--- src/fsp_pkg.sv ---
`default_nettype none
package fsp_pkg;
  // ==========================================================
  // register map (byte offsets on the bus)
  localparam logic [4:0] OFS_CTRL = 5'h00;  // serial_control
  localparam logic [4:0] OFS_BUF = 5'h04;   // serial_buffer
  localparam logic [4:0] OFS_PWR = 5'h08;   // power_control
  localparam logic [4:0] OFS_SLAVE_ADDR = 5'h0C; // slave_addr
  localparam logic [4:0] OFS_SMASK = 5'h10; // slave_addr_mask
  localparam int PWR_DBL_BIT = 7;           // baud_doubler position
  localparam logic [7:0] REG_RST = 8'h00;   // value of every register after reset
  // ==========================================================
  // modes as chosen by {mode_sel_hi, mode_sel_lo}
  localparam logic [1:0] MODE_SYNC = 2'h0;  // 8-bit shift mode
  localparam logic [1:0] MODE_A10 = 2'h1;   // 10-bit, timer rate
  localparam logic [1:0] MODE_A11F = 2'h2;  // 11-bit, fixed rate
  localparam logic [1:0] MODE_A11T = 2'h3;  // 11-bit, timer rate
  // ==========================================================
  // timing counts: prescaler limits in system clocks, then tick, edge and bit indexes
  localparam logic [2:0] M0_HALF_SLOW = 3'h6; // half of a 12-clock shift period
  localparam logic [2:0] M0_HALF_FAST = 3'h2; // half of a 4-clock shift period
  localparam logic [2:0] M2_TICK_SLOW = 3'h4; // 64 clocks per bit / 16
  localparam logic [2:0] M2_TICK_FAST = 3'h2; // 32 clocks per bit / 16
  localparam logic [3:0] OVS_LAST = 4'hF;     // last state of the divide-by-16
  localparam logic [3:0] SMP_A = 4'h7;        // first vote sample
  localparam logic [3:0] SMP_B = 4'h8;        // second vote sample
  localparam logic [3:0] SMP_C = 4'h9;        // third sample, bit decided
  localparam logic [3:0] M0_LAST = 4'h7;      // index of the eighth shift edge
  localparam logic [3:0] LAST_A10 = 4'h9;     // stop bit index, 10-bit frame
  localparam logic [3:0] LAST_A11 = 4'hA;     // stop bit index, 11-bit frame
  // ==========================================================
  // serial_control layout, bit 7 down to bit 0
  typedef struct packed {
    logic mode_sel_hi;
    logic mode_sel_lo;
    logic multiproc_ctrl;
    logic rx_enable;
    logic tx_ninth_bit;
    logic rx_ninth_bit;
    logic tx_done_flag;
    logic rx_done_flag;
  } fsp_ctrl_t;
endpackage
`default_nettype wire

--- src/fsp_baud.sv ---
`default_nettype none
module fsp_baud #(
  parameter int DIV_W = 3
) (
  // clock and reset
  input wire logic clk_i,
  input wire logic sys_rst_i,
  // rate selection
  input wire logic [1:0] mode_i,
  input wire logic baud_doubler_i,
  input wire logic multiproc_ctrl_i,
  input wire logic timer_ovf_i,
  // rate enables
  output logic tick16_o,
  output logic m0_ph_o
);
  import fsp_pkg::*;

  // ==========================================================
  // prescaler
  if (DIV_W < 3) begin : g_chk
    $error("fsp_baud: DIV_W must be at least 3");
  end

  logic [DIV_W-1:0] div;    // counts system clocks within one step
  logic [DIV_W-1:0] lim;    // clocks per step for the current mode
  logic step;               // one-cycle pulse at the last clock of a step

  // mode 0 steps are half shift periods, mode 2 steps are 1/16 bit
  assign lim = (mode_i == MODE_SYNC) ?
    DIV_W'(multiproc_ctrl_i ? M0_HALF_FAST : M0_HALF_SLOW) :
    DIV_W'(baud_doubler_i ? M2_TICK_FAST : M2_TICK_SLOW);
  assign step = (div >= lim - DIV_W'(1));

  // free running, so bit times never align to a buffer write
  always_ff @(posedge clk_i or posedge sys_rst_i) begin
    if (sys_rst_i) begin
      div <= '0;
    end else begin
      div <= step ? '0 : div + DIV_W'(1);
    end
  end

  // timer modes take the overflow itself as the 16x sample rate
  assign tick16_o = (mode_i == MODE_A11F) ? step : (mode_i != MODE_SYNC) & timer_ovf_i;
  assign m0_ph_o = (mode_i == MODE_SYNC) & step;
endmodule
`default_nettype wire

--- src/fsp_vote.sv ---
`default_nettype none
module fsp_vote (
  // clock and reset
  input wire logic clk_i,
  input wire logic sys_rst_i,
  // sampling
  input wire logic tick_i,
  input wire logic clr_i,
  input wire logic rxd_i,
  // decided bit
  output logic bit_stb_o,
  output logic bit_o
);
  import fsp_pkg::*;

  // ==========================================================
  // bit detector
  logic [3:0] phase;   // sixteenths of the current bit time
  logic smp_a;         // sample at state 7
  logic smp_b;         // sample at state 8

  // a falling edge restarts the count so states line up with bits
  always_ff @(posedge clk_i or posedge sys_rst_i) begin
    if (sys_rst_i) begin
      phase <= '0;
      smp_a <= 1'b1;
      smp_b <= 1'b1;
      bit_stb_o <= 1'b0;
      bit_o <= 1'b1;
    end else begin
      bit_stb_o <= 1'b0;
      if (clr_i) begin
        phase <= '0;
      end else if (tick_i) begin
        phase <= phase + 4'h1;
        if (phase == SMP_A) smp_a <= rxd_i;
        if (phase == SMP_B) smp_b <= rxd_i;
        if (phase == SMP_C) begin
          // two of three wins, for noise rejection
          bit_o <= (smp_a & smp_b) | (smp_a & rxd_i) | (smp_b & rxd_i);
          bit_stb_o <= 1'b1;
        end
      end
    end
  end
endmodule
`default_nettype wire

--- src/fsp_top.sv ---
// The Avalon-MM register port and the address map were left to the implementer.
`default_nettype none
module fsp_top #(
  parameter int AW = 5
) (
  // clock and reset
  input wire logic clk_i,
  input wire logic sys_rst_i,
  // register bus
  input wire logic [AW-1:0] avs_address_i,
  input wire logic avs_read_i,
  input wire logic avs_write_i,
  input wire logic [31:0] avs_writedata_i,
  input wire logic [3:0] avs_byteenable_i,
  output logic [31:0] avs_readdata_o,
  output logic avs_waitrequest_o,
  // timer overflow for the timer-rate modes
  input wire logic timer_ovf_i,
  // serial pins
  input wire logic serial_in_pin_i,
  output logic serial_in_pin_o,
  output logic serial_in_pin_oe_o,
  output logic serial_out_pin_o
);
  import fsp_pkg::*;

  if (AW < 5) begin : g_chk
    $error("fsp_top: AW must be at least 5");
  end

  // bit-reverses a byte gathered by left shifts
  function automatic logic [7:0] rev8(input logic [7:0] d);
    logic [7:0] r;
    r = '0;
    for (int i = 0; i < 8; i++) r[i] = d[7-i];
    return r;
  endfunction

  // given address or broadcast address hit
  function automatic logic addr_hit(input logic [7:0] d, input logic [7:0] a, input logic [7:0] m);
    logic given;
    logic bcast;
    given = (((d ^ a) & m) == 8'h00);
    bcast = ((~d & (a | m)) == 8'h00);
    return given | bcast;
  endfunction

  // ==========================================================
  // registers
  fsp_ctrl_t ctrl;          // serial_control
  logic [7:0] rx_buf;       // serial_buffer as read back
  logic baud_doubler;       // power_control bit
  logic [7:0] slave_addr;   // own address
  logic [7:0] slave_addr_mask; // address care bits

  // ==========================================================
  // bus decode
  logic req;
  logic acc_wr;
  logic hit;
  logic [7:0] rd_mux;
  logic wr_ctrl;
  logic buf_wr;
  assign req = avs_read_i | avs_write_i;
  // a write lands only at the edge where waitrequest is seen low
  assign acc_wr = avs_write_i & ~avs_waitrequest_o & avs_byteenable_i[0];
  assign hit = ((avs_address_i >> 5) == '0);
  assign wr_ctrl = acc_wr & hit & (avs_address_i[4:0] == OFS_CTRL);
  assign buf_wr = acc_wr & hit & (avs_address_i[4:0] == OFS_BUF);
  // unmapped offsets read as zero
  assign rd_mux = !hit ? 8'h00 :
    (avs_address_i[4:0] == OFS_CTRL) ? ctrl :
    (avs_address_i[4:0] == OFS_BUF) ? rx_buf :
    (avs_address_i[4:0] == OFS_PWR) ? {baud_doubler, 7'h00} :
    (avs_address_i[4:0] == OFS_SLAVE_ADDR) ? slave_addr :
    (avs_address_i[4:0] == OFS_SMASK) ? slave_addr_mask : 8'h00;

  // one wait cycle per access, so read data are ready at the release
  always_ff @(posedge clk_i or posedge sys_rst_i) begin
    if (sys_rst_i) begin
      avs_waitrequest_o <= 1'b1;
      avs_readdata_o <= 32'h0000_0000;
    end else begin
      avs_waitrequest_o <= ~(req & avs_waitrequest_o);
      if (req & avs_waitrequest_o) avs_readdata_o <= {24'h00_0000, rd_mux};
    end
  end

  // plain configuration registers
  always_ff @(posedge clk_i or posedge sys_rst_i) begin
    if (sys_rst_i) begin
      baud_doubler <= 1'b0;
      slave_addr <= REG_RST;
      slave_addr_mask <= REG_RST;
    end else if (acc_wr & hit) begin
      if (avs_address_i[4:0] == OFS_PWR) baud_doubler <= avs_writedata_i[PWR_DBL_BIT];
      if (avs_address_i[4:0] == OFS_SLAVE_ADDR) slave_addr <= avs_writedata_i[7:0];
      if (avs_address_i[4:0] == OFS_SMASK) slave_addr_mask <= avs_writedata_i[7:0];
    end
  end

  // ==========================================================
  // mode and rate
  logic [1:0] mode;
  logic m0;
  logic m11;
  logic [3:0] last_idx;
  logic tick16;
  logic m0_ph;
  assign mode = {ctrl.mode_sel_hi, ctrl.mode_sel_lo};
  assign m0 = (mode == MODE_SYNC);
  assign m11 = mode[1];
  assign last_idx = m11 ? LAST_A11 : LAST_A10;

  // mode 0 half periods, mode 2 fixed rate, or the timer overflow
  fsp_baud u_baud (
    .clk_i(clk_i),
    .sys_rst_i(sys_rst_i),
    .mode_i(mode),
    .baud_doubler_i(baud_doubler),
    .multiproc_ctrl_i(ctrl.multiproc_ctrl),
    .timer_ovf_i(timer_ovf_i),
    .tick16_o(tick16),
    .m0_ph_o(m0_ph)
  );

  // ==========================================================
  // state
  typedef enum logic [1:0] {TX_IDLE, TX_WAIT, TX_SHIFT, TX_SYNC} fsp_tx_t;
  typedef enum logic [1:0] {RX_IDLE, RX_BITS, RX_SYNC} fsp_rx_t;
  fsp_tx_t tx_st;
  fsp_rx_t rx_st;

  // ==========================================================
  // mode 0 shift clock, shared by send and receive
  logic sclk;          // shift clock level, idles high
  logic [3:0] m0_cnt;  // rising edges so far
  logic m0_busy;
  logic m0_fall;
  logic m0_rise;
  logic m0_last;
  assign m0_busy = (tx_st == TX_SYNC) | (rx_st == RX_SYNC);
  assign m0_fall = m0_ph & sclk & m0_busy;
  assign m0_rise = m0_ph & ~sclk & m0_busy;
  assign m0_last = m0_rise & (m0_cnt == M0_LAST);

  // the device makes the clock whichever way data flows
  always_ff @(posedge clk_i or posedge sys_rst_i) begin
    if (sys_rst_i) begin
      sclk <= 1'b1;
      m0_cnt <= '0;
    end else if (!m0_busy) begin
      sclk <= 1'b1;
      m0_cnt <= '0;
    end else if (m0_ph) begin
      sclk <= ~sclk;
      if (!sclk) m0_cnt <= m0_cnt + 4'h1;
    end
  end

  // ==========================================================
  // transmitter
  logic [10:0] tx_sr;  // frame, bit 0 on the line
  logic [3:0] tx_cnt;  // bits already sent in this frame
  logic [3:0] tx16;    // transmit divide-by-16
  logic tx_roll;
  logic tx_set;
  assign tx_roll = tick16 & (tx16 == OVS_LAST);
  // stop bit goes out now, or the eighth shift edge has passed
  assign tx_set = ((tx_st == TX_SHIFT) & tx_roll & (tx_cnt == last_idx - 4'h1)) |
    ((tx_st == TX_SYNC) & m0_last);

  always_ff @(posedge clk_i or posedge sys_rst_i) begin
    if (sys_rst_i) begin
      tx16 <= '0;
    end else if (tick16) begin
      tx16 <= tx16 + 4'h1;
    end
  end

  // a write restarts the sender even mid-frame; software should wait for the flag
  always_ff @(posedge clk_i or posedge sys_rst_i) begin
    if (sys_rst_i) begin
      tx_st <= TX_IDLE;
      tx_sr <= '1;
      tx_cnt <= '0;
    end else if (buf_wr) begin
      tx_st <= TX_WAIT;
      tx_cnt <= '0;
      // async: stop, ninth or second stop, data, start
      tx_sr <= m0 ? {3'b000, avs_writedata_i[7:0]} :
        {1'b1, m11 ? ctrl.tx_ninth_bit : 1'b1, avs_writedata_i[7:0], 1'b0};
    end else begin
      case (tx_st)
        TX_WAIT: begin
          // mode 0 waits while a shift-in owns the clock
          if (m0 & (rx_st != RX_SYNC)) tx_st <= TX_SYNC;
          else if (!m0 & tx_roll) tx_st <= TX_SHIFT;
        end
        TX_SHIFT: begin
          if (tx_roll) begin
            tx_sr <= {1'b1, tx_sr[10:1]};
            tx_cnt <= tx_cnt + 4'h1;
            if (tx_cnt == last_idx) tx_st <= TX_IDLE;
          end
        end
        TX_SYNC: begin
          // the first falling edge comes before bit 0 is taken
          if (m0_fall & (m0_cnt != 4'h0)) tx_sr <= {1'b0, tx_sr[10:1]};
          if (m0_last) tx_st <= TX_IDLE;
        end
        default: tx_st <= TX_IDLE;
      endcase
    end
  end

  // ==========================================================
  // receiver
  logic [8:0] rx_sr;    // ninth bit and data, filled from the top
  logic [3:0] rx_idx;   // index of the next bit in the frame
  logic rxd_prev;       // line at the previous 16x sample
  logic rx_arm;
  logic rx_fall;
  logic rx_clr;
  logic bit_stb;
  logic bit_val;
  logic frame_end;
  logic [8:0] rx_cand;
  logic rx_ok;
  logic rx_load;
  logic [7:0] m0_byte;
  assign rx_arm = ctrl.rx_enable & ~ctrl.rx_done_flag;
  assign rx_fall = tick16 & rxd_prev & ~serial_in_pin_i;
  assign rx_clr = (rx_st == RX_IDLE) & !m0 & rx_arm & rx_fall;
  assign frame_end = (rx_st == RX_BITS) & bit_stb & (rx_idx == last_idx);
  // 10-bit frames keep the stop bit as the ninth bit
  assign rx_cand = m11 ? rx_sr : {bit_val, rx_sr[8:1]};
  assign rx_ok = ~ctrl.rx_done_flag & (~ctrl.multiproc_ctrl |
    (m11 ? rx_cand[8] & addr_hit(rx_cand[7:0], slave_addr, slave_addr_mask) : bit_val));
  assign m0_byte = rev8({rx_sr[6:0], serial_in_pin_i});
  assign rx_load = (frame_end & rx_ok) | ((rx_st == RX_SYNC) & m0_last);

  fsp_vote u_vote (
    .clk_i(clk_i),
    .sys_rst_i(sys_rst_i),
    .tick_i(tick16),
    .clr_i(rx_clr),
    .rxd_i(serial_in_pin_i),
    .bit_stb_o(bit_stb),
    .bit_o(bit_val)
  );

  always_ff @(posedge clk_i or posedge sys_rst_i) begin
    if (sys_rst_i) begin
      rxd_prev <= 1'b1;
    end else if (tick16) begin
      rxd_prev <= serial_in_pin_i;
    end
  end

  always_ff @(posedge clk_i or posedge sys_rst_i) begin
    if (sys_rst_i) begin
      rx_st <= RX_IDLE;
      rx_sr <= '0;
      rx_idx <= '0;
    end else begin
      case (rx_st)
        RX_IDLE: begin
          // mode 0 receive needs the clock free of a send
          if (m0 & rx_arm & (tx_st == TX_IDLE)) rx_st <= RX_SYNC;
          else if (rx_clr) rx_st <= RX_BITS;
          rx_idx <= '0;
        end
        RX_BITS: begin
          if (bit_stb) begin
            rx_idx <= rx_idx + 4'h1;
            if ((rx_idx == 4'h0) & bit_val) rx_st <= RX_IDLE;
            if (rx_idx == last_idx) rx_st <= RX_IDLE;
            // start bit and an 11-bit frame's stop bit are not kept
            if ((rx_idx != 4'h0) & !(m11 & (rx_idx == last_idx))) rx_sr <= {bit_val, rx_sr[8:1]};
          end
        end
        RX_SYNC: begin
          if (m0_rise) rx_sr[7:0] <= {rx_sr[6:0], serial_in_pin_i};
          if (m0_last) rx_st <= RX_IDLE;
        end
        default: rx_st <= RX_IDLE;
      endcase
    end
  end

  // ==========================================================
  // serial_control and received byte; hardware set beats software clear
  always_ff @(posedge clk_i or posedge sys_rst_i) begin
    if (sys_rst_i) begin
      ctrl <= REG_RST;
      rx_buf <= REG_RST;
    end else begin
      if (wr_ctrl) ctrl <= avs_writedata_i[7:0];
      if (tx_set) ctrl.tx_done_flag <= 1'b1;
      if (rx_load) begin
        ctrl.rx_done_flag <= 1'b1;
        rx_buf <= m0 ? m0_byte : rx_cand[7:0];
        if (!m0) ctrl.rx_ninth_bit <= rx_cand[8];
      end
    end
  end

  // ==========================================================
  // pins, all from flip-flops
  logic next_out;
  assign next_out = m0_busy ? sclk : (tx_st == TX_SHIFT) & !m0 ? tx_sr[0] : 1'b1;

  always_ff @(posedge clk_i or posedge sys_rst_i) begin
    if (sys_rst_i) begin
      serial_out_pin_o <= 1'b1;
      serial_in_pin_o <= 1'b1;
      serial_in_pin_oe_o <= 1'b0;
    end else begin
      serial_out_pin_o <= next_out;
      serial_in_pin_o <= tx_sr[0];
      // keep driving one clock past the last rising clock on the pin, so the peer's latch has hold time
      serial_in_pin_oe_o <= (tx_st == TX_SYNC) | (serial_in_pin_oe_o & ~serial_out_pin_o);
    end
  end
endmodule
`default_nettype wire

--- config.mk ---
export PLATFORM = sky130hd
export DESIGN_NAME = fsp_top
export DESIGN_NICKNAME = d
export VERILOG_FILES = /design/src/fsp_pkg.sv /design/src/fsp_baud.sv /design/src/fsp_vote.sv /design/src/fsp_top.sv
export SDC_FILE = /design/constraint.sdc
export NUM_CORES = 1
export LEC_CHECK = 0
export BUFFER_PORTS_ARGS = -buffer_cell sky130_fd_sc_hd__buf_2
export CAP_MARGIN = 15
export CORE_MARGIN = 2
export CORE_UTILIZATION = 40
export CTS_CLUSTER_DIAMETER = 200
export CTS_CLUSTER_SIZE = 14
export DETAILED_ROUTE_END_ITERATION = 10
export GPL_TIMING_DRIVEN = 0
export HOLD_SLACK_MARGIN = 0.03
export PLACE_DENSITY = 0.63
export SYNTH_ARGS = -nofsm -noshare
export SYNTH_HDL_FRONTEND = slang
export SYNTH_SLANG_ARGS = --single-unit
--- constraint.sdc ---
create_clock -name clk_i -period 5.8 [get_ports clk_i]
set_clock_uncertainty 0.2 [all_clocks]
set_input_delay 0.87 -clock clk_i [delete_from_list [all_inputs] [get_ports clk_i]]
set_output_delay 0.87 -clock clk_i [all_outputs]
set_load 0.01 [all_outputs]
==> results.md, run 1 <==
* Core ar. at 13770 µm²
* CP Max Fanout at 10
* Crit path kind: flip-flop to flip-flop
* FMAX at 236.8 MHz
* Die footprint at 14940 µm²
* Initial DRC Count at 255
* Leakage at 2.912 nW
* #FFs+latches synth at 98
* Worst r2r src: m11$_DFFE_PP0P_
* Crit end category: flip-flop
* Slowest-stage cell, CP: or3_1
* Switching power total at 0.5854 mW
* Worst setup margin at 1.576 ns
* First-pass GRT wire length at 21240 µm
* Antenna-violating nets left at 0
* Detailed Routing Iterations Pass 1 at 5
* Sw Share at 0.3101
* Top delay family on crit path: buffers and inverters
* Flip-flop and latch area at 2476 µm²
* Wirelength, routed at 12880 µm
* Commonest cells in the netlist: dfrtp_1 (79), nand2_1 (60), mux2_2 (51), nor2_1 (51), o21ai_0 (41)
* Synth Area in Simple Gates at 0.1593
* GRT overflow at 0
* Filler cells at 1331
* Gr usage total at 0.1812
* Setup crit start kind: flip-flop
* CP endpoint: tx_sr[8]$_DFFE_PP1P_
* Post-synthesis mux area share at 0.1716
* Share of the yosys chip area belonging to registers at 0.4428
* Worst Hold Class: flip-flop to flip-flop
* Final Slew Violations at 0
* Post-Syn Area at 5592 µm²
* H-tree depth at 3
* CTS clock-pin slew for the worst setup and hold paths at 0.07 ns
* Crit path cell chain: buf_6 -> buf_8 -> clkbuf_1 -> clkbuf_1 -> or3_1 -> ha_1 -> nand3_1 -> a21oi_1 -> or2_2 -> clkbuf_1 -> nand3_1 -> nand2_1 -> buf_2 -> mux2_2
* R2r setup slk at 1.58 ns
* Ant. Diodes at 0
* Clock share of power at 0.330
* Top-level I/O count at 83
* Share of cells above drive strength 1 at 0.2532
* Critical path origin: m11$_DFFE_PP0P_
* Starting density of the core at 0.4060
* Post-synth EDFFs at 0
* Power share of the combinational group at 0.216
* Pre-CTS setup slack at 1.559 ns
* Vias at 4297
* Area delta synth->final at 14.28%
* Max VDD drop at 0.0001533 V
* Status: finished, final reports clean
* Most frequent cell after synthesis: dfrtp_1
* Wire length per cell at 15.86 µm
* Asr flop ratio synth at 1.000
* Largest area contributor in the netlist: dfrtp_1
* Synth Area in Adders at 0.02864
* Post-CTS Setup Bufs at 0
* Number of global-route vias before repair at 4132
* Critical Path RT at 5.87 ns
* Synth Instances at 563
* WP buf/inv at 6
* Post-synthesis xor/xnor area fraction at 0.01880
* Fin nets at 686
* Main flop type after synthesis: dfrtp_1
* RSZ-0062 raised after global routing: no
* Maxcap violations at 0
* Critical Path Most Common Cell: clkbuf_1
* Power per Cell Area at 295.4 nW/µm²
* Clock Sinks at 98
* Antenna violations before repair at 0
* Crit path arrival time at 4.30 ns
* Number of cells on the critical path at 14
* Tmin final at 4.224 ns
* Fin Setup TNS at 0 ns
* Chip width at 122.2 µm
* Vias per cell at 5.292
* Count of final setup violators at 0
* CTS tree: built
* Largest net degree at the start of global routing at 69
* Slew Limit Headroom at 0.5089
* P_int at 1.302 mW
* R2R depth at 14
* Synth cell types at 60
* Die Y at 122.2 µm
* Hold_sp: tx_sr[0]$_DFFE_PP1P_
* Placement Rows at 43
* Cts bufs inserted at 9
* Worst Tran Pin Value at 0.7339 ns
* DRC at 0
* Clock Tree Buf Depth at 2
* Flop pwr share at 0.454
* Hold-fix buffers, CTS at 0
* Worst-Skew Late Latency at 0.35 ns
* GP Congestion at 0.8589
* Post-Syn Area per Cell at 9.932 µm²
* Post-synth top area share at 0.3535
* Final hold vios at 0
* Detailed placement HPWL at 9512 µm
* Synth Area in Compound Gates at 0.1152
* Largest family of logic cells by synthesized area: multiplexers
* Final period util at 0.7282
* CTS root buf: clkbuf_16
* Worst r2r dst: tx_sr[8]$_DFFE_PP1P_
* Critical Path Max Stage Delay at 0.40 ns
* Syn. warnings at 0
* Synth top area cells: dfrtp_1 (35%), mux2_2 (10%), dfstp_2 (8.9%)
* Cts repair resizes at 0
* Area of the multi-input gates at 2850 µm²
* Number of port buffers at 29
-- final cells by class --
type                       count  area share
clock inverter                 6     0.01136
sequential                    98      0.3875
timing repair buffer          30     0.02702
tap                          180     0.03525
multi-input combinational    425      0.4461
buffer                        48     0.04621
inverter                      15    0.009203
clock buffer                  10     0.03740
-- sequential cells by signal, indices dropped and copies added (netlist names), 7 cells and up --
signal,cells
avs_readdata_o,8
ctrl,7
rx_buf,8
rx_sr,9
slave_addr,8
slave_addr_mask,8
tx_sr,11
-- placed cells by master, fill, tap and decap left out, drive strengths merged, types with 24 or more instances in the layout --
master / Yosys / routed
conb: 1 / 24
nor2: 51 / 51
mux2i: 35 / 35
a21oi: 28 / 28
o21ai: 42 / 42
buf: 34 / 64
nand2: 60 / 60
clkbuf: 14 / 24
dfrtp: 79 / 79
mux2: 51 / 51
-- power by group through the flow --
stage	Sequential (mW)	Combinational, mW	Clock (mW)
6_report	0.856	0.409	0.623
3_3_place_gp	0.863	0.393	0
4_1_cts	0.855	0.410	0.641
5_1_grt	0.868	0.467	0.666
3_5_place_dp	0.868	0.408	0
2_1_floorplan	0.845	0.313	0
-- logic make-up (layout without fill, tap and decap cells) --
kind of cell | count (synthesis) | in the layout
flip-flops | 98 | 98
AND/OR/NAND/NOR | 185 | 185
AO/OA/AOI/OAI | 104 | 104
adder cells (fa/ha/maj) | 13 | 13
buffers and inverters | 63 | 109
XOR/XNOR | 12 | 12
other | 1 | 24
multiplexers | 87 | 87
-- worst min-delay path by stage --
stage / endpoint / slack, ns / cells after the start
4_1_cts: serial_in_pin_o$_DFF_PP1_ / 0.19 / 0
5_1_grt: serial_in_pin_o$_DFF_PP1_ / 0.20 / 0
3_5_place_dp: serial_in_pin_o$_DFF_PP1_ / 0.18 / 0
6_report: serial_in_pin_o$_DFF_PP1_ / 0.19 / 0
2_1_floorplan: serial_in_pin_o$_DFF_PP1_ / 0.16 / 0
3_3_place_gp: serial_in_pin_o$_DFF_PP1_ / 0.18 / 0
-- metal layers --
metal,up-vias,part of all wire,global-route usage
met2,94,0.48,0.2896
li1,2060,-,-
met3,8,0.038,0.02649
met4,0,0.0096,0.04813
met5,-,0,0
met1,2135,0.47,0.2579
-- metrics by stage --
step	cells	util	area, µm²	hold slack, ns	power [mW]
after floorplan	586	-	5678	0.1593	1.158
after global placement	795	0.4391	6048	0.1812	1.256
after detailed placement	796	0.4413	6078	0.1819	1.276
after CTS	812	0.4639	6390	0.1944	1.906
after global routing	812	0.4639	6390	0.1964	2.000
final	812	0.4639	6390	0.1932	1.888
-- worst reg2reg max path: stages, from the launching register on --
cell,delay (ns)
dfrtp_1,0.37
buf_6,0.14
buf_8,0.15
clkbuf_1,0.30
clkbuf_1,0.32
or3_1,0.41
ha_1,0.30
nand3_1,0.19
a21oi_1,0.24
or2_2,0.14
clkbuf_1,0.30
nand3_1,0.29
nand2_1,0.16
buf_2,0.26
mux2_2,0.37
Power figures use the tool's default switching activity.
==> run 2: changes to the inputs <==
==> constraint.sdc (replaced) <==
create_clock -name clk_i -period 3.9 [get_ports clk_i]
set_clock_uncertainty 0.2 [all_clocks]
set_input_delay 0.585 -clock clk_i [delete_from_list [all_inputs] [get_ports clk_i]]
set_output_delay 0.585 -clock clk_i [all_outputs]
set_load 0.01 [all_outputs]
==> results.md, run 2 (same netlist as run 1, synthesis figures left out) <==
* Core ar. at 13770 µm² (unchanged)
* Fin nets at 684 (-0.29%)
* Clock Sinks at 98 (unchanged)
* Number of global-route vias before repair at 4119 (-0.31%)
* Worst setup margin at 0.2340 ns (-1.342 ns)
* Largest net degree at the start of global routing at 69 (unchanged)
* Wirelength, routed at 12820 µm (-0.42%)
* Crit path kind: flip-flop to flip-flop
* GP Congestion at 0.8589 (unchanged)
* Wire length per cell at 15.83 µm (-0.17%)
* Antenna-violating nets left at 0 (unchanged)
* Starting density of the core at 0.4060 (unchanged)
* CP endpoint: rx_buf[6]$_DFFE_PP0P_
* Detailed Routing Iterations Pass 1 at 5 (unchanged)
* Crit end category: flip-flop
* GRT overflow at 0 (unchanged)
* Top-level I/O count at 83 (unchanged)
* Vias per cell at 5.263 (-0.55%)
* Largest registers: tx_sr (11), rx_sr (9)
* Power per Cell Area at 439.9 nW/µm² (+49%)
* Crit path arrival time at 3.69 ns (-0.61 ns)
* Number of cells on the critical path at 11 (-3)
* Max VDD drop at 0.0002278 V (+49%)
* Share of cells above drive strength 1 at 0.2603 (+0.007153)
* Commonest cells after routing, fill and taps aside: dfrtp_1 (79), nand2_1 (60), mux2_2 (51)
* RSZ-0062 raised after global routing: no
* Worst Tran Pin Value at 0.7459 ns (+0.01204 ns)
* CP Max Fanout at 19 (+9)
* Number of port buffers at 29 (unchanged)
* Slowest-stage cell, CP: a211oi_4
* Die footprint at 14940 µm² (unchanged)
* Critical path origin: m11$_DFFE_PP0P_
* CTS root buf: clkbuf_16
* Worst r2r dst: rx_buf[6]$_DFFE_PP0P_
* Top delay family on crit path: simple AND/OR/NAND/NOR gates
* Final Slew Violations at 0 (unchanged)
* Leakage at 2.915 nW (about the same)
* Worst r2r src: m11$_DFFE_PP0P_
* Placed cell area at 6078 µm² (unchanged)
* Worst Hold Class: input port to async pin
* Count of final setup violators at 0 (unchanged)
* Area delta synth->final at 14.37% (about the same)
* Antenna violations before repair at 0 (unchanged)
* H-tree depth at 3 (unchanged)
* Cts bufs inserted at 9 (unchanged)
* Final core occ at 0.4643 (about the same)
* Slew Limit Headroom at 0.5009 (-0.008055)
* Detailed placement HPWL at 9512 µm (unchanged)
* Critical Path Max Stage Delay at 0.50 ns (+0.10 ns)
* Most common cell after layout, fill and taps aside: dfrtp_1
* CTS clock-pin slew for the worst setup and hold paths at 0.07 ns (about the same)
* Critical Path RT at 3.93 ns (-1.94 ns)
* Gr usage total at 0.1802 (-0.0009923)
* R2r setup slk at 0.23 ns (-1.34 ns)
* Maxcap violations at 0 (unchanged)
* Total chip power at 2.813 mW (+49%)
* DRC at 0 (unchanged)
* Final hold vios at 0 (unchanged)
* Worst-Skew Late Latency at 0.35 ns (about the same)
* Placement Rows at 43 (unchanged)
* Setup crit start kind: flip-flop
* Die Y at 122.2 µm (unchanged)
* CTS tree: built
* Non-Filler Cell Area, Final at 6395 µm² (about the same)
* R2R depth at 11 (-3)
* Crit path cell chain: buf_6 -> buf_8 -> clkbuf_2 -> or3_1 -> ha_1 -> nand3_1 -> a211oi_4 -> and3_1 -> nor3_2 -> a21oi_4 -> mux2_2
* Final period util at 0.9400 (+0.2118)
* FMAX at 272.8 MHz (+15%)
* Status: finished, final reports clean
* Largest Register: tx_sr
* Clock Tree Buf Depth at 2 (unchanged)
* Pre-CTS setup slack at -0.3408 ns (-1.900 ns)
* Hold-fix buffers, CTS at 0 (unchanged)
* Chip width at 122.2 µm (unchanged)
* Ant. Diodes at 0 (unchanged)
* Largest register FFs at 11 (unchanged)
* Vias at 4263 (-0.79%)
* WP buf/inv at 3 (-3)
* First-pass GRT wire length at 21160 µm (-0.39%)
* Initial DRC Count at 250 (-2.0%)
* Tmin final at 3.666 ns (-0.5577 ns)
run 2: power by group:
part	switching, mW	internal, mW	total, mW
registers	0.119	1.15	1.27
clock network	0.404	0.524	0.928
logic	0.351	0.261	0.612
total	0.874	1.94	2.81
run 2: cell type report:
| type | instances | area (µm²) |
|---|---|---|
| clock buffer | 10 | 239.0 |
| clock inverter | 6 | 72.57 |
| multi-input combinational | 425 | 2861 |
| fill | 1334 | 7378 |
| inverter | 15 | 58.81 |
| buffer | 46 | 289.0 |
| timing repair buffer | 30 | 172.7 |
| sequential | 98 | 2476 |
| tap | 180 | 225.2 |
run 2: routing by layer:
metal / global-route usage / routed length, µm / vias to the layer above
met5: 0 / 0 / -
met4: 0.04813 / 122 / 0
met3: 0.02649 / 475 / 8
met2: 0.2889 / 6137 / 97
met1: 0.2555 / 6088 / 2098
li1: - / - / 2060
run 2: how the worst min path moves through the flow:
| stage | endpoint | slack, ns |
|---|---|---|
| after floorplan | serial_in_pin_o$_DFF_PP1_ | 0.16 |
| after global placement | serial_in_pin_o$_DFF_PP1_ | 0.18 |
| after detailed placement | serial_in_pin_o$_DFF_PP1_ | 0.18 |
| after CTS | ctrl[2]$_DFF_PP0_ | 0.06 |
| after global routing | ctrl[2]$_DFF_PP0_ | 0.08 |
| final | ctrl[2]$_DFF_PP0_ | 0.05 |
run 2: timing repair:
| item | CTS | global route |
|---|---|---|
| gates resized for setup | 4 | 0 |
| endpoints found under the setup margin | 27 | 0 |
| setup buffers | 0 | 0 |
run 2: per-stage QoR:
| stage | instances | setup TNS [ns] | hold slack [ns] |
|---|---|---|---|
| 2_1_floorplan | 586 | 0 | 0.1593 |
| 3_3_place_gp | 795 | -55.42 | 0.1812 |
| 3_5_place_dp | 796 | -4.914 | 0.1819 |
| 4_1_cts | 810 | 0 | 0.06003 |
| 5_1_grt | 810 | 0 | 0.08112 |
| 6_report | 810 | 0 | 0.04606 |
